### config.mk
export PLATFORM = sky130hd
export DESIGN_NAME = arc_regbank
export DESIGN_NICKNAME = d
export VERILOG_FILES = /design/src/inc/arc_pkg.sv /design/src/hw/arc_regbank.sv
export VERILOG_INCLUDE_DIRS = /design/src /design/src/inc
export SDC_FILE = /design/constraint.sdc
export NUM_CORES = 1
export LEC_CHECK = 0
export ABC_AREA = 0
export BUFFER_PORTS_ARGS = -buffer_cell sky130_fd_sc_hd__buf_2
export CAP_MARGIN = 5
export CORE_MARGIN = 2
export CORE_UTILIZATION = 45
export DETAILED_ROUTE_END_ITERATION = 10
export HOLD_SLACK_MARGIN = 0.1
export PLACE_DENSITY_LB_ADDON = 0.12
export SLEW_MARGIN = 20
export SYNTH_ARGS = -nofsm -noshare
export SYNTH_HDL_FRONTEND = slang
export SYNTH_SLANG_ARGS = --single-unit
### constraint.sdc
create_clock -name SYS_CLK -period 2.5 [get_ports SYS_CLK]
set_clock_uncertainty 0.2 [all_clocks]
set_input_delay 0.5 -clock SYS_CLK [delete_from_list [all_inputs] [get_ports SYS_CLK]]
set_output_delay 0.5 -clock SYS_CLK [all_outputs]
set_load 0.05 [all_outputs]
### src/inc/arc_regs.svh
// Register offsets, field positions, reset values and frame counts for the result/channel/config bank
`ifndef ARC_REGS_SVH
`define ARC_REGS_SVH

`define ARC_ADDR_RESULT 5'h00
`define ARC_ADDR_CHANNEL 5'h01
`define ARC_ADDR_CONFIG 5'h02

`define ARC_FRAME_BITS 5'h10
`define ARC_ADDR_BITS 5
`define ARC_WR_FLAG_POS 10

`define ARC_RES_TAG_MSB 15
`define ARC_RES_TAG_LSB 13
`define ARC_RES_ALERT_POS 12
`define ARC_RES_SAMPLE_MSB 11

`define ARC_CFG_SOFT_RESET_REQUEST_POS 9
`define ARC_CFG_STICKY_POS 7
`define ARC_CFG_DRIVE_POS 6
`define ARC_CFG_BUSY_POS 5
`define ARC_CFG_PINFN_POS 4

`define ARC_CHAN_RST 8'h00
`define ARC_STICKY_RST 1'h1
`define ARC_DRIVE_RST 1'h1
`define ARC_BUSY_RST 1'h0
`define ARC_PINFN_RST 1'h0
`define ARC_RESULT_RST 16'h0000

`endif

### src/inc/arc_pkg.sv
// Types shared by the result/channel/config register bank
package arc_pkg;

   typedef enum logic [1:0] {
      ARC_FR_IDLE = 2'b01,
      ARC_FR_SHIFT = 2'b10
   } arc_frame_t;

   typedef struct packed {
      logic [2:0] converted_input_tag;
      logic alert;
      logic [11:0] sample_value;
   } arc_result_t;

   typedef struct packed {
      logic sticky;
      logic drive_cmos;
      logic busy_sel;
      logic alarm_pin_function_select;
   } arc_cfg_t;

   typedef struct packed {
      logic [2:0] sclk_s;
      logic [2:0] csn_s;
      logic [1:0] sdi_s;
      arc_frame_t frame;
      logic [4:0] bit_cnt;
      logic [15:0] rx;
      logic [15:0] tx;
      logic rd_valid;
      logic [4:0] rd_addr;
      logic out_result;
      arc_result_t result;
      logic [7:0] chan_mask;
      logic [7:0] seq_mask;
      logic [7:0] new_mask;
      logic pend;
      logic [2:0] ptr;
      arc_cfg_t cfg;
      logic soft_reset_request;
      logic trim;
      logic alert_o;
      logic alert_oe;
      logic sdo_o;
      logic sdo_oe;
      logic [2:0] conv_ch;
   } arc_state_t;

endpackage : arc_pkg

### src/hw/arc_regbank.sv
// Serial-accessed result, channel-enable and configuration registers with sequencer and alert pin
`timescale 1ns/1ps
`default_nettype none
`include "arc_regs.svh"

// Function
// RQ1: Read-only result word holds latest 12-bit sample
// RQ2: Top three bits carry converted input number
// RQ3: Bit 12 shows whether alert occurred
// RQ4: Smaller variants force unused tag bits zero
// RQ5: Eight enable bits choose sequenced inputs
// RQ6: Bit n enables input n; upper byte zero
// RQ7: Old sequence runs one more conversion
// RQ8: New write restarts at lowest enabled input
// RQ9: Config bit 9 resets control, result, alert
// RQ10: Soft-reset bit clears itself next cycle
// RQ11: Soft reset reloads trim from fuses
// RQ12: Sticky alert holds until read or reset
// RQ13: Non-sticky alert clears past hysteresis
// RQ14: Bit 6 picks open-drain or push-pull
// RQ15: Bit 5 with pin enable shows busy
// RQ16: Busy bit reads zero when pin disabled
// RQ17: Config bits 15-10 and 8 read zero
// RQ18: Sixteen-clock frame, address, write flag, commit
// RQ19: Read request answered in following frame
// RQ20: Bad-address writes ignored, reads return zero
// RQ21: Reserved bits ignore writes, read zero
module arc_regbank #(
   parameter int NUM_INPUTS = 8
) (
   input wire logic SYS_CLK,
   input wire logic RESET_N,
   input wire logic SCLK,
   input wire logic CS_N,
   input wire logic SDI,
   output logic SDO_O,
   output logic SDO_OE,
   input wire logic CONV_DONE,
   input wire logic [11:0] CONV_DATA,
   input wire logic CONV_BUSY,
   input wire logic ALERT_TRIP,
   input wire logic HYST_OK,
   output logic [2:0] CONV_CHANNEL,
   output logic ALERT_O,
   output logic ALERT_OE,
   output logic TRIM_RELOAD
);
   import arc_pkg::*;

   arc_state_t st_q;
   arc_state_t st_d;

   // Lowest enabled input; an empty mask parks on input 0
   function automatic logic [2:0] lowest_input(input logic [7:0] mask);
      logic [2:0] r;
      r = 3'h0;
      // Scan downward so the lowest set bit is the last one written
      for (int i = 7; i >= 0; i--) begin
         if (mask[i]) begin
            r = 3'(i);
         end
      end
      return r;
   endfunction : lowest_input

   // Next enabled input after cur, wrapping round to the lowest
   function automatic logic [2:0] next_input(input logic [7:0] mask, input logic [2:0] cur);
      logic [2:0] r;
      logic found;
      r = lowest_input(mask);
      found = 1'b0;
      // First enabled input above cur wins; none above wraps to the lowest
      for (int i = 0; i < 8; i++) begin
         if (!found && mask[i] && (3'(i) > cur)) begin
            r = 3'(i);
            found = 1'b1;
         end
      end
      return r;
   endfunction : next_input

   // Smaller variants have fewer inputs, so their upper tag bits are tied low
   function automatic logic [2:0] tag_of(input logic [2:0] ch);
      logic [2:0] r;
      r = ch;
      if (NUM_INPUTS <= 4) begin
         r[2] = 1'b0; // RQ4
      end
      if (NUM_INPUTS <= 2) begin
         r[1] = 1'b0; // RQ4
      end
      return r;
   endfunction : tag_of

   // Readback of the addressed register
   function automatic logic [15:0] read_word(input logic [4:0] addr, input arc_state_t s);
      logic [15:0] w;
      w = 16'h0000;
      case (addr)
         `ARC_ADDR_RESULT: begin
            w = s.result; // RQ1
         end
         `ARC_ADDR_CHANNEL: begin
            w[7:0] = s.chan_mask; // RQ6
         end
         `ARC_ADDR_CONFIG: begin
            w[`ARC_CFG_STICKY_POS] = s.cfg.sticky;
            w[`ARC_CFG_DRIVE_POS] = s.cfg.drive_cmos;
            // Busy select only reads back while the pin is in alert use
            w[`ARC_CFG_BUSY_POS] = s.cfg.busy_sel & s.cfg.alarm_pin_function_select; // RQ16
            w[`ARC_CFG_PINFN_POS] = s.cfg.alarm_pin_function_select;
            w[`ARC_CFG_SOFT_RESET_REQUEST_POS] = 1'b0; // RQ10
         end
         default: begin
            w = 16'h0000; // RQ20
         end
      endcase
      return w; // RQ17 RQ21
   endfunction : read_word

   // Combinational helpers, all given a value on every pass of the process
   logic sclk_rise;
   logic sclk_fall;
   logic cs_fall;
   logic cs_rise;
   logic [4:0] f_addr;
   logic f_write;
   logic full_frame;
   logic pin_assert;
   logic pin_level;
   logic alert_set;
   logic alert_clr;
   logic chan_wr;

   always_comb begin
      st_d = st_q;

      // Only the second and third stages are looked at; stage one may be metastable
      st_d.sclk_s = {st_q.sclk_s[1:0], SCLK};
      st_d.csn_s = {st_q.csn_s[1:0], CS_N};
      st_d.sdi_s = {st_q.sdi_s[0], SDI};
      sclk_rise = st_q.sclk_s[1] & ~st_q.sclk_s[2];
      sclk_fall = ~st_q.sclk_s[1] & st_q.sclk_s[2];
      cs_fall = ~st_q.csn_s[1] & st_q.csn_s[2];
      cs_rise = st_q.csn_s[1] & ~st_q.csn_s[2];

      f_addr = st_q.rx[15:11];
      f_write = st_q.rx[`ARC_WR_FLAG_POS];
      full_frame = (st_q.bit_cnt == `ARC_FRAME_BITS);

      // One-cycle strobes default low
      st_d.trim = 1'b0;
      st_d.soft_reset_request = 1'b0; // RQ10

      alert_set = 1'b0;
      alert_clr = 1'b0;
      chan_wr = 1'b0;

      // Serial frame handling
      case (st_q.frame)
         ARC_FR_IDLE: begin
            st_d.sdo_oe = 1'b0;
            st_d.sdo_o = 1'b0;
            if (cs_fall) begin
               st_d.frame = ARC_FR_SHIFT;
               st_d.bit_cnt = 5'h00;
               st_d.rx = 16'h0000;
               // Whole word loaded at frame start so a later conversion cannot tear it
               if (st_q.rd_valid) begin
                  st_d.tx = read_word(st_q.rd_addr, st_q); // RQ19
                  st_d.out_result = (st_q.rd_addr == `ARC_ADDR_RESULT);
               end else begin
                  // No read pending: the result word goes out by default
                  st_d.tx = st_q.result;
                  st_d.out_result = 1'b1;
               end
               st_d.sdo_o = st_d.tx[15];
               st_d.sdo_oe = 1'b1;
            end
         end
         ARC_FR_SHIFT: begin
            if (cs_rise) begin
               st_d.frame = ARC_FR_IDLE;
               st_d.sdo_oe = 1'b0;
               st_d.sdo_o = 1'b0;
               st_d.rd_valid = 1'b0;
               // Short frames are dropped whole rather than half-applied
               if (full_frame) begin // RQ18
                  if (st_q.out_result) begin
                     alert_clr = 1'b1; // RQ12
                  end
                  if (f_write) begin // RQ18
                     case (f_addr)
                        `ARC_ADDR_CHANNEL: begin
                           st_d.chan_mask = st_q.rx[7:0]; // RQ5 RQ6 RQ21
                           st_d.new_mask = st_q.rx[7:0];
                           st_d.pend = 1'b1; // RQ7
                           chan_wr = 1'b1;
                        end
                        `ARC_ADDR_CONFIG: begin
                           st_d.cfg.sticky = st_q.rx[`ARC_CFG_STICKY_POS];
                           st_d.cfg.drive_cmos = st_q.rx[`ARC_CFG_DRIVE_POS]; // RQ14
                           st_d.cfg.busy_sel = st_q.rx[`ARC_CFG_BUSY_POS];
                           st_d.cfg.alarm_pin_function_select = st_q.rx[`ARC_CFG_PINFN_POS];
                           // Bit 9 is not stored; it only launches the one-cycle soft reset
                           st_d.soft_reset_request = st_q.rx[`ARC_CFG_SOFT_RESET_REQUEST_POS]; // RQ9
                        end
                        default: begin
                           // Read-only and unmapped addresses swallow the write
                           st_d.rd_valid = 1'b0; // RQ20
                        end
                     endcase
                  end else begin
                     st_d.rd_valid = 1'b1; // RQ19
                     st_d.rd_addr = f_addr;
                  end
               end
            end else begin
               // Bits past the sixteenth are dropped; the frame still commits
               if (sclk_rise && !full_frame) begin
                  st_d.rx = {st_q.rx[14:0], st_q.sdi_s[1]};
                  st_d.bit_cnt = st_q.bit_cnt + 5'h01;
               end
               if (sclk_fall && !full_frame) begin
                  st_d.tx = {st_q.tx[14:0], 1'b0};
                  st_d.sdo_o = st_q.tx[14];
               end
            end
         end
         default: begin
            // An illegal state code falls back to idle
            st_d.frame = ARC_FR_IDLE;
            st_d.sdo_oe = 1'b0;
         end
      endcase

      // Alert level: a new trip wins over a clear in the same cycle
      if (HYST_OK && !st_q.cfg.sticky) begin
         alert_clr = 1'b1; // RQ13
      end
      if (ALERT_TRIP) begin
         alert_set = 1'b1;
      end
      if (alert_set) begin
         st_d.result.alert = 1'b1; // RQ3
      end else if (alert_clr) begin
         st_d.result.alert = 1'b0; // RQ12 RQ13
      end

      // Sequencer and result capture
      if (CONV_DONE) begin
         // Sample and tag taken together so a read never mixes two conversions
         st_d.result.sample_value = CONV_DATA; // RQ1
         st_d.result.converted_input_tag = tag_of(st_q.ptr); // RQ2
         // The conversion in flight at the write still follows the old selection
         if (st_q.pend) begin
            st_d.seq_mask = st_q.new_mask;
            st_d.ptr = lowest_input(st_q.new_mask); // RQ8
            // A channel write landing in this same cycle stays pending
            st_d.pend = chan_wr; // RQ7
         end else begin
            st_d.ptr = next_input(st_q.seq_mask, st_q.ptr); // RQ5
         end
      end

      // Soft reset, one cycle after the commit
      if (st_q.soft_reset_request) begin
         st_d.result = `ARC_RESULT_RST; // RQ9
         // A trip in the reset cycle is kept, so no alert is lost
         if (alert_set) begin
            st_d.result.alert = 1'b1; // RQ3
         end
         st_d.seq_mask = st_q.chan_mask;
         st_d.ptr = lowest_input(st_q.chan_mask);
         st_d.pend = 1'b0;
         st_d.rd_valid = 1'b0;
         st_d.trim = 1'b1; // RQ11
      end

      // The converter learns its next input in the cycle the pointer moves
      st_d.conv_ch = st_d.ptr;

      // Alert pin: active low; open-drain only ever pulls down
      pin_assert = st_q.cfg.busy_sel ? CONV_BUSY : st_q.result.alert; // RQ15
      pin_level = ~pin_assert;
      // Pin function off: push-pull drives the idle level, open-drain lets go
      if (!st_q.cfg.alarm_pin_function_select) begin
         st_d.alert_o = st_q.cfg.drive_cmos;
         st_d.alert_oe = st_q.cfg.drive_cmos;
      end else if (st_q.cfg.drive_cmos) begin
         st_d.alert_o = pin_level; // RQ14
         st_d.alert_oe = 1'b1;
      end else begin
         st_d.alert_o = 1'b0; // RQ14
         st_d.alert_oe = ~pin_level;
      end
   end

   // Power-up reset only; the soft reset above leaves channel and config alone
   always_ff @(posedge SYS_CLK) begin
      if (!RESET_N) begin
         st_q.sclk_s <= 3'h0;
         st_q.csn_s <= 3'h7;
         st_q.sdi_s <= 2'h0;
         st_q.frame <= ARC_FR_IDLE;
         st_q.bit_cnt <= 5'h00;
         st_q.rx <= 16'h0000;
         st_q.tx <= 16'h0000;
         st_q.rd_valid <= 1'b0;
         st_q.rd_addr <= 5'h00;
         st_q.out_result <= 1'b0;
         st_q.result <= `ARC_RESULT_RST;
         st_q.chan_mask <= `ARC_CHAN_RST;
         st_q.seq_mask <= `ARC_CHAN_RST;
         st_q.new_mask <= `ARC_CHAN_RST;
         st_q.pend <= 1'b0;
         st_q.ptr <= 3'h0;
         st_q.cfg.sticky <= `ARC_STICKY_RST;
         st_q.cfg.drive_cmos <= `ARC_DRIVE_RST;
         st_q.cfg.busy_sel <= `ARC_BUSY_RST;
         st_q.cfg.alarm_pin_function_select <= `ARC_PINFN_RST;
         st_q.soft_reset_request <= 1'b0;
         st_q.trim <= 1'b0;
         st_q.alert_o <= 1'b1;
         st_q.alert_oe <= 1'b1;
         st_q.sdo_o <= 1'b0;
         st_q.sdo_oe <= 1'b0;
         st_q.conv_ch <= 3'h0;
      end else begin
         st_q <= st_d;
      end
   end

   // Every port comes straight from a register
   assign SDO_O = st_q.sdo_o;
   assign SDO_OE = st_q.sdo_oe;
   assign CONV_CHANNEL = st_q.conv_ch;
   assign ALERT_O = st_q.alert_o;
   assign ALERT_OE = st_q.alert_oe;
   assign TRIM_RELOAD = st_q.trim;

endmodule : arc_regbank
`default_nettype wire

==> flow_metrics.py, run 1 <==
metrics = {
    "placed_design": {
        "portBuffers": 28,
        "dp_cells": 654,
        "preCtsSetupSlack_ps": 332,
        "dp_hpwl_um": 7130,
        "place_congestion": 0.819,
    },
    "cts": {
        "clk_root_buffer_cell": "clkbuf_8",
        "clk_pin_slew_worst_paths_ps": 90,
        "clock-sinks": 99,
        "insertion_delay_ps": 370,
        "cts_tree": "built",
        "h-tree-depth": 3,
        "ctsResizeCount": 0,
        "cts_made_buffers": 9,
        "cts_buffer_depth": 2,
    },
    "pwr": {
        "power_density_nw_per_um2": 624,
        "p_leak_nw": 1.88,
        "ir_drop_mv": 0.494,
    },
    "sta": {
        "maxSlewHeadroom": 0.597,
        "worst_pin_slew_ps": 602,
        "finalMaxSlewViolations": 0,
        "fin_crit_ps": 2190,
        "setup_viol": 0,
        "timing.final.ws_setup_ps": 311,
        "fmax_ghz": 0.457,
        "min_period_over_period": 0.876,
        "final.setup.tns_ps": 0,
        "rsz0062_at_grt": "false",
        "hold_viol": 0,
    },
    "yosys": {
        "synth_area_leader_cell": "dfxtp_1",
        "synth-seq-cells": 99,
        "yosysUniqueCellTypes": 55,
        "seq_area_frac_synth": 0.455,
        "synth_flop_cell": "dfxtp_1",
        "synth_top_area_frac": 0.455,
        "async_reset_ff_frac": 0,
        "syn_nets": 536,
        "synth_edf_count": 0,
        "yosys_warnings": 0,
        "syn_avg_cell_area_um2": 8.48,
        "synth_area_um2": 4350,
        "synth_commonest_cells": "dfxtp_1 (99), nand2_1 (76), nor2_1 (67)",
        "yosys-top-cells-area": "dfxtp_1 (46%), mux2i_1 (7.6%), nand2_1 (6.6%), a21oi_1 (6.1%), nor2_1 (5.8%)",
        "netlist_instances": 513,
        "yosysMostFrequentCell": "dfxtp_1",
    },
    "route": {
        "drt_iter0_markers": 179,
        "detail-route-antenna-nets": 0,
        "vias": 3659,
        "drc": 0,
        "firstDrtPassIters": 5,
        "wire_per_inst_um": 14.7,
        "wl_um": 9890,
        "drt-vias-per-instance": 5.45,
    },
    "floorplan": {
        "core_area_um2": 9330,
        "initial_core_util": 0.467,
        "pin_count": 29,
        "rows": 35,
        "dieArea_um2": 10500,
        "fp.dieH_um": 102,
        "die_w_um": 102,
    },
    "setup_path": {
        "crit_fanout": 14,
        "crit_type": "reg -> reg",
        "startpoint_type": "register",
        "end_kind": "register",
        "arrival_ps": 2270,
        "cp_data_required_time_ps": 2580,
    },
    "global_route": {
        "grt_max_degree": 26,
        "grt_usage": 0.203,
        "grt_pass1_wl_um": 16500,
        "grt_antenna_before_repair": 0,
        "grt-ovfl-total": 0,
        "grt_pass1_vias": 3337,
    },
    "status": {
        "status": "finished, final reports clean",
    },
    "worst_hold_path": {
        "hp-class": "in -> reg",
    },
    "final_layout": {
        "synthToLayoutAreaGrowth_pct": 12.2,
        "nets": 560,
        "fin_cells": 671,
        "regArea_um2": 1980,
        "fillers": 904,
        "antenna_cells": 0,
        "drive_gt1_frac": 0.129,
        "multi_input_area_um2": 2160,
    },
    "job": {
        "max_cap_violations": 0,
    },
}
## cell usage in the layout, fill, tap and decap left out, types with 4 or more instances in the layout
cell and instances:
dfxtp_1 99, nand2_1 76, nor2_1 67, a21oi_1 53, mux2i_1 33, buf_2 28
nand3_1 16, buf_4 15, nand2b_1 14, inv_1 12, clkbuf_8 10, nor2b_1 7
a311oi_1 7, o22ai_1 7, nor3_1 6, and2_1 6, a211oi_1 6, nand3b_1 5
o21ai_0 5, a31oi_1 4, a22o_1 4, nand4_1 4, a32oi_1 4
## routing by layer
layer	up-vias	GRT usage	routed length, µm
met5	-	0	0
met4	0	0.0615	118
met3	15	0.0479	491
met2	94	0.324	4440
met1	1708	0.275	4840
li1	1842	-	-
## registers in the layout, indices dropped and copies added, names as in the netlist
name          count
f_addr            5
ALERT_OE          1
SDO_O             1
ALERT_O           1
SDO_OE            1
f_write           1
TRIM_RELOAD       1
st_q             80
st_d              5
CONV_CHANNEL      3
## final timing paths
kind / from / end / slack (ps) / cells past startpoint
max: st_q[96] / st_q[77] / 310 / 8
min: SCLK / st_d[109] / 130 / 2
max reg2reg: st_q[96] / st_q[77] / 310 / 8
min reg2reg: st_d[106] / st_d[107] / 220 / 1
## critical path, stage by stage (launching register included)
cell,delay [ps]
dfxtp_1,400
inv_1,60
ha_1,180
nand4bb_1,120
nand4_1,240
a21oi_2,340
buf_4,250
nor2_1,60
a311oi_1,260
## metrics by stage
stage           util  cell area [µm²]  hold slack [ps]  total power, W
5_1_grt        0.523             4880              117         0.00317
3_5_place_dp   0.496             4620              196         0.00184
4_1_cts        0.523             4880              111         0.00308
3_3_place_gp   0.496             4620              191         0.00184
2_1_floorplan      -             4350              186         0.00178
6_report       0.523             4880              127         0.00305
## repair_timing
| item | 4_1_cts | 5_1_grt |
|---|---|---|
| buffers inserted | 0 | 0 |
| hold endpoints to repair | 1 | 0 |
| endpoints found under the setup margin | 0 | 0 |
| hold buffers | 1 | 0 |
## power by group
group,switching (W),internal [W],total (W)
Sequential,0.0000217,0.00161,0.00163
Clock,0.000551,0.000693,0.00124
Combinational,0.000101,0.0000707,0.000171
Total,0.000673,0.00237,0.00305
## cells by family after synthesis
group / share of synthesized area
multiplexers: 0.0785
XOR/XNOR: 0.00805
AND/OR/NAND/NOR: 0.238
flip-flops: 0.455
buffers and inverters: 0.0480
AO/OA/AOI/OAI: 0.166
adder cells (fa/ha/maj): 0.00575
## area by class of cell
cell class,count,share of cell area
Multi-Input combinational cell,370,0.443
Sequential cell,99,0.406
Timing Repair Buffer,45,0.0579
Tap cell,129,0.0331
Clock buffer,10,0.0282
Clock inverter,6,0.0231
Inverter,12,0.00923
Note: power is estimated with default switching activity, not from simulation.
==> run 2: changes to the inputs <==
--- a/config.mk
+++ b/config.mk
@@ -9,6 +9,7 @@
 export ABC_AREA = 0
 export BUFFER_PORTS_ARGS = -buffer_cell sky130_fd_sc_hd__buf_2
 export CAP_MARGIN = 5
+export CORE_ASPECT_RATIO = 1.5
 export CORE_MARGIN = 2
 export CORE_UTILIZATION = 45
 export DETAILED_ROUTE_END_ITERATION = 10
==> run 2 against run 1 <==
Cell count is 2.4% lower. Utilization is 0.55 points lower. Clock-buffer cell count stayed put. Combinational power is 2% higher. Flip-flop and latch count stayed put. Die area is 0.15% higher. Register-to-register slack worse by 20 ps. Sequential power hardly changed. Highest routed layer unchanged. Non-clock buffer count is 2 lower. Worst hold slack better by 25 ps. Worst setup slack worse by 22 ps. Global-route usage is 0.063 points lower.
==> flow_metrics.py, run 2 (same netlist as run 1, synthesis figures left out) <==
metrics = {
    "final_layout": {
        "layout_commonest_cell": "dfxtp_1",
        "drive_gt1_frac": 0.128,
        "regMostFlops": "st_q",
        "largest_reg_flops": 80,
        "final_cell_mix": "dfxtp_1 (99), nand2_1 (76), nor2_1 (67)",
        "fin_cells": 655,
        "nets": 558,
        "stdcell_area_um2": 4930,
        "synthToLayoutAreaGrowth_pct": 13.3,
        "final_util": 0.518,
        "antenna_cells": 0,
    },
    "global_route": {
        "grt-ovfl-total": 0,
        "grt_usage": 0.203,
        "grt_pass1_wl_um": 17100,
        "grt_antenna_before_repair": 0,
        "grt_pass1_vias": 3549,
        "grt_max_degree": 34,
    },
    "sta": {
        "final.setup.tns_ps": 0,
        "setup_viol": 0,
        "finalMaxSlewViolations": 0,
        "maxSlewHeadroom": 0.586,
        "rsz0062_at_grt": "false",
        "worst_pin_slew_ps": 617,
        "min_period_over_period": 0.885,
        "timing.final.ws_setup_ps": 289,
        "fin_crit_ps": 2210,
        "fmax_ghz": 0.452,
        "hold_viol": 0,
    },
    "cts": {
        "clk_pin_slew_worst_paths_ps": 70,
        "insertion_delay_ps": 340,
        "cts_hold_buf": 0,
        "ctsResizeCount": 0,
        "clock-sinks": 99,
        "cts_made_buffers": 9,
        "clk_root_buffer_cell": "clkbuf_16",
        "cts_setup_buffers": 0,
        "h-tree-depth": 3,
        "cts_tree": "built",
        "cts_buffer_depth": 2,
    },
    "placed_design": {
        "place_congestion": 0.840,
        "dp_cells": 639,
        "dp_hpwl_um": 7570,
        "portBuffers": 28,
        "postPlaceCellArea_um2": 4620,
        "preCtsSetupSlack_ps": 304,
    },
    "floorplan": {
        "rows": 44,
        "pin_count": 29,
        "core_area_um2": 9520,
        "dieArea_um2": 10500,
        "initial_core_util": 0.457,
        "fp.dieH_um": 124,
        "die_w_um": 84.3,
    },
    "setup_path": {
        "crit_fanout": 21,
        "startpoint_type": "register",
        "cp_data_required_time_ps": 2520,
        "arrival_ps": 2230,
        "r2r_slack_ps": 290,
        "crit_type": "reg -> reg",
        "end_kind": "register",
    },
    "pwr": {
        "p_leak_nw": 1.91,
        "ir_drop_mv": 0.462,
        "power_density_nw_per_um2": 655,
    },
    "route": {
        "detail-route-antenna-nets": 0,
        "wl_um": 10200,
        "firstDrtPassIters": 4,
        "wire_per_inst_um": 15.6,
        "vias": 3658,
        "drc": 0,
        "drt_iter0_markers": 248,
        "drt-vias-per-instance": 5.58,
    },
    "job": {
        "max_cap_violations": 0,
    },
    "worst_hold_path": {
        "hp-class": "in -> reg",
    },
    "status": {
        "status": "finished, final reports clean",
    },
}
run 2: final timing paths:
check / start / end / cells past startpoint
worst min register to register: st_d[106] / st_d[107] / 1
worst max register to register: st_q[96] / st_q[99] / 10
worst min-delay path: CS_N / st_d[106] / 2
worst max-delay path: st_q[96] / st_q[99] / 10
run 2: layer usage:
metal / vias to the layer above / global-route usage / wire [µm]
li1: 1834 / - / -
met3: 14 / 0.0305 / 269
met5: - / 0 / 0
met2: 56 / 0.363 / 5160
met4: 0 / 0.0740 / 188
met1: 1754 / 0.241 / 4630
run 2: layout make-up:
| class | instances | area [µm²] |
|---|---|---|
| clock buffer | 10 | 239 |
| clock inverter | 6 | 72.6 |
| fill | 905 | 4590 |
| inverter | 12 | 45.0 |
| multi-input combinational | 370 | 2170 |
| sequential | 99 | 1980 |
| tap | 115 | 144 |
| timing repair buffer | 43 | 278 |
run 2: through the flow:
stage	hold slack, ps	power, W
floorplan	186	0.00178
global placement	188	0.00184
detailed placement	196	0.00184
CTS	143	0.00326
global route	150	0.00335
finish	152	0.00323
run 2: worst max-delay path, cell delays in order, from the launching register on:
cell and delay (ps):
dfxtp_1 390, inv_1 60, ha_1 190, nand4bb_1 110, buf_4 160, nand2_1 100, o41ai_4 200, buf_4 290
nand4_1 160, xor2_1 160, nor2_1 50
run 2: report_power, final:
part	switching (W)	internal, W	leakage, nW
sequential	0.0000222	0.00161	0.803
combinational	0.000102	0.0000726	0.959
clock	0.000611	0.000814	0.150
total	0.000735	0.00250	1.91
==> run 3: changes to the inputs <==
--- a/config.mk
+++ b/config.mk
@@ -15,6 +15,7 @@
 export DETAILED_ROUTE_END_ITERATION = 10
 export HOLD_SLACK_MARGIN = 0.1
 export PLACE_DENSITY_LB_ADDON = 0.12
+export SETUP_SLACK_MARGIN = 0.3
 export SLEW_MARGIN = 20
 export SYNTH_ARGS = -nofsm -noshare
 export SYNTH_HDL_FRONTEND = slang
==> run 3 against run 2 <==
Cell count increased by 0.92%. Worst hold slack barely moved. Total power rose by 0.29%. Die area unchanged. Critical endpoint is now st_q[100]. Sequential share of layout area is 0.82 points lower. Register-to-register slack gained 20 ps.
==> flow_metrics.py, run 3 (same netlist as run 1, synthesis figures left out) <==
metrics = {
    "final_layout": {
        "regMostFlops": "st_q",
        "final_cell_mix": "dfxtp_1 (96), nand2_1 (75), nor2_1 (67)",
        "largest_reg_flops": 80,
        "synthToLayoutAreaGrowth_pct": 15.9,
        "layout_commonest_cell": "dfxtp_1",
        "multi_input_area_um2": 2220,
        "regArea_um2": 1990,
        "fillers": 893,
        "stdcell_area_um2": 5040,
        "nets": 564,
        "antenna_cells": 0,
        "drive_gt1_frac": 0.156,
    },
    "pwr": {
        "ir_drop_mv": 0.459,
        "p_leak_nw": 1.97,
        "power_density_nw_per_um2": 642,
        "power.total_w": 0.00324,
    },
    "setup_path": {
        "cpMaxStageDelayCell": "o41ai_4",
        "crit_buf_inv": 3,
        "cpPeakStageDelay_ps": 460,
        "crit_chain": "inv_2 -> ha_4 -> nand4bb_1 -> buf_6 -> nand2_4 -> o41ai_4 -> buf_6 -> nand4_1 -> xor2_1 -> nor2_1",
        "crit_family": "compound AO/OA/AOI/OAI gates",
        "end_kind": "register",
        "crit_fanout": 4,
        "arrival_ps": 2200,
        "regToRegStartpoint": "st_q[96]",
        "critPathMostFrequentCell": "buf_6",
        "startpoint_type": "register",
        "r2r_slack_ps": 310,
        "reg2reg_to": "st_q[100]",
        "r2r_cells": 10,
        "cp_data_required_time_ps": 2510,
        "crit_type": "reg -> reg",
    },
    "sta": {
        "fin_crit_ps": 2190,
        "hold_viol": 0,
        "setup_viol": 0,
        "fmax_ghz": 0.457,
        "worst_pin_slew_ps": 619,
        "min_period_over_period": 0.875,
        "rsz0062_at_grt": "true",
        "finalMaxSlewViolations": 0,
        "maxSlewHeadroom": 0.585,
        "final.setup.tns_ps": 0,
    },
    "floorplan": {
        "dieArea_um2": 10500,
        "initial_core_util": 0.457,
        "fp.dieH_um": 124,
        "rows": 44,
        "pin_count": 29,
        "core_area_um2": 9520,
        "die_w_um": 84.3,
    },
    "global_route": {
        "grt_pass1_vias": 3553,
        "grt_antenna_before_repair": 0,
        "grt-ovfl-total": 0,
        "grt_max_degree": 34,
        "grt_pass1_wl_um": 17200,
        "grt_usage": 0.203,
    },
    "route": {
        "firstDrtPassIters": 5,
        "drt_iter0_markers": 283,
        "wl_um": 10600,
        "vias": 3695,
        "drc": 0,
        "drt-vias-per-instance": 5.59,
        "detail-route-antenna-nets": 0,
        "wire_per_inst_um": 16.0,
    },
    "placed_design": {
        "postPlaceCellArea_um2": 4620,
        "dp_hpwl_um": 7570,
        "place_congestion": 0.840,
        "portBuffers": 28,
    },
    "job": {
        "max_cap_violations": 0,
    },
    "cts": {
        "cts_buffer_depth": 2,
        "cts_made_buffers": 9,
        "clk_root_buffer_cell": "clkbuf_16",
        "cts_tree": "built",
        "insertion_delay_ps": 340,
        "clk_pin_slew_worst_paths_ps": 70,
        "clock-sinks": 99,
        "h-tree-depth": 3,
    },
    "worst_hold_path": {
        "hp-class": "in -> reg",
        "hold_path_startpoint": "CS_N",
        "worst_hold_path.endpoint": "st_d[106]",
        "holdPathStages": 2,
    },
    "status": {
        "status": "finished, final reports clean",
    },
}
## run 3: worst max path at each step
stage | from | to | slack (ps) | cells past startpoint
after global placement | st_q[96] | st_q[99] | 390 | 10
after global routing | st_q[96] | st_q[100] | 260 | 10
after floorplan | st_q[96] | st_q[72] | 470 | 9
after CTS | st_q[96] | st_q[100] | 330 | 10
final | st_q[96] | st_q[100] | 310 | 10
after detailed placement | st_q[96] | st_q[100] | 300 | 10
## run 3: stage by stage
stage,cells,setup slack [ps],hold slack (ps),util
floorplan,513,469,186,-
CTS,655,328,143,0.518
global route,661,263,150,0.530
detailed placement,639,304,196,0.485
global placement,639,390,188,0.485
finish,661,313,152,0.530
## run 3: area by class of cell
type                       count  share of cell area
sequential                    99               0.394
clock inverter                 6              0.0144
tap                          115              0.0285
multi-input combinational    370               0.439
inverter                      12             0.00893
timing repair buffer          49              0.0680
clock buffer                  10              0.0474
## run 3: per-layer routing
layer,GRT usage,wire (µm),vias up
met5,0,0,-
met4,0.0740,183,0
met3,0.0305,264,13
li1,-,-,1843
met2,0.363,5410,59
met1,0.241,4720,1780
## run 3: repair_timing
action                     4_1_cts  5_1_grt
pin swaps                        0        3
gates resized for setup          1       17
buffers inserted                 0        5
hold buffers                     0        0
gates cloned                     0        1
setup endpoints to repair        1        7
## run 3: worst register-to-register path, cell delays in order (launching register included)
cell	delay (ps)
dfxtp_2	350
inv_2	50
ha_4	150
nand4bb_1	140
buf_6	130
nand2_4	50
o41ai_4	460
buf_6	180
nand4_1	120
xor2_1	170
nor2_1	60
## run 3: where the power goes
| part | total [W] | switching (W) | leakage [nW] | internal, W |
|---|---|---|---|---|
| clock | 0.00142 | 0.000611 | 0.150 | 0.000814 |
| combinational | 0.000184 | 0.000105 | 1.01 | 0.0000781 |
| sequential | 0.00163 | 0.0000225 | 0.805 | 0.00161 |
| total | 0.00324 | 0.000739 | 1.97 | 0.00250 |
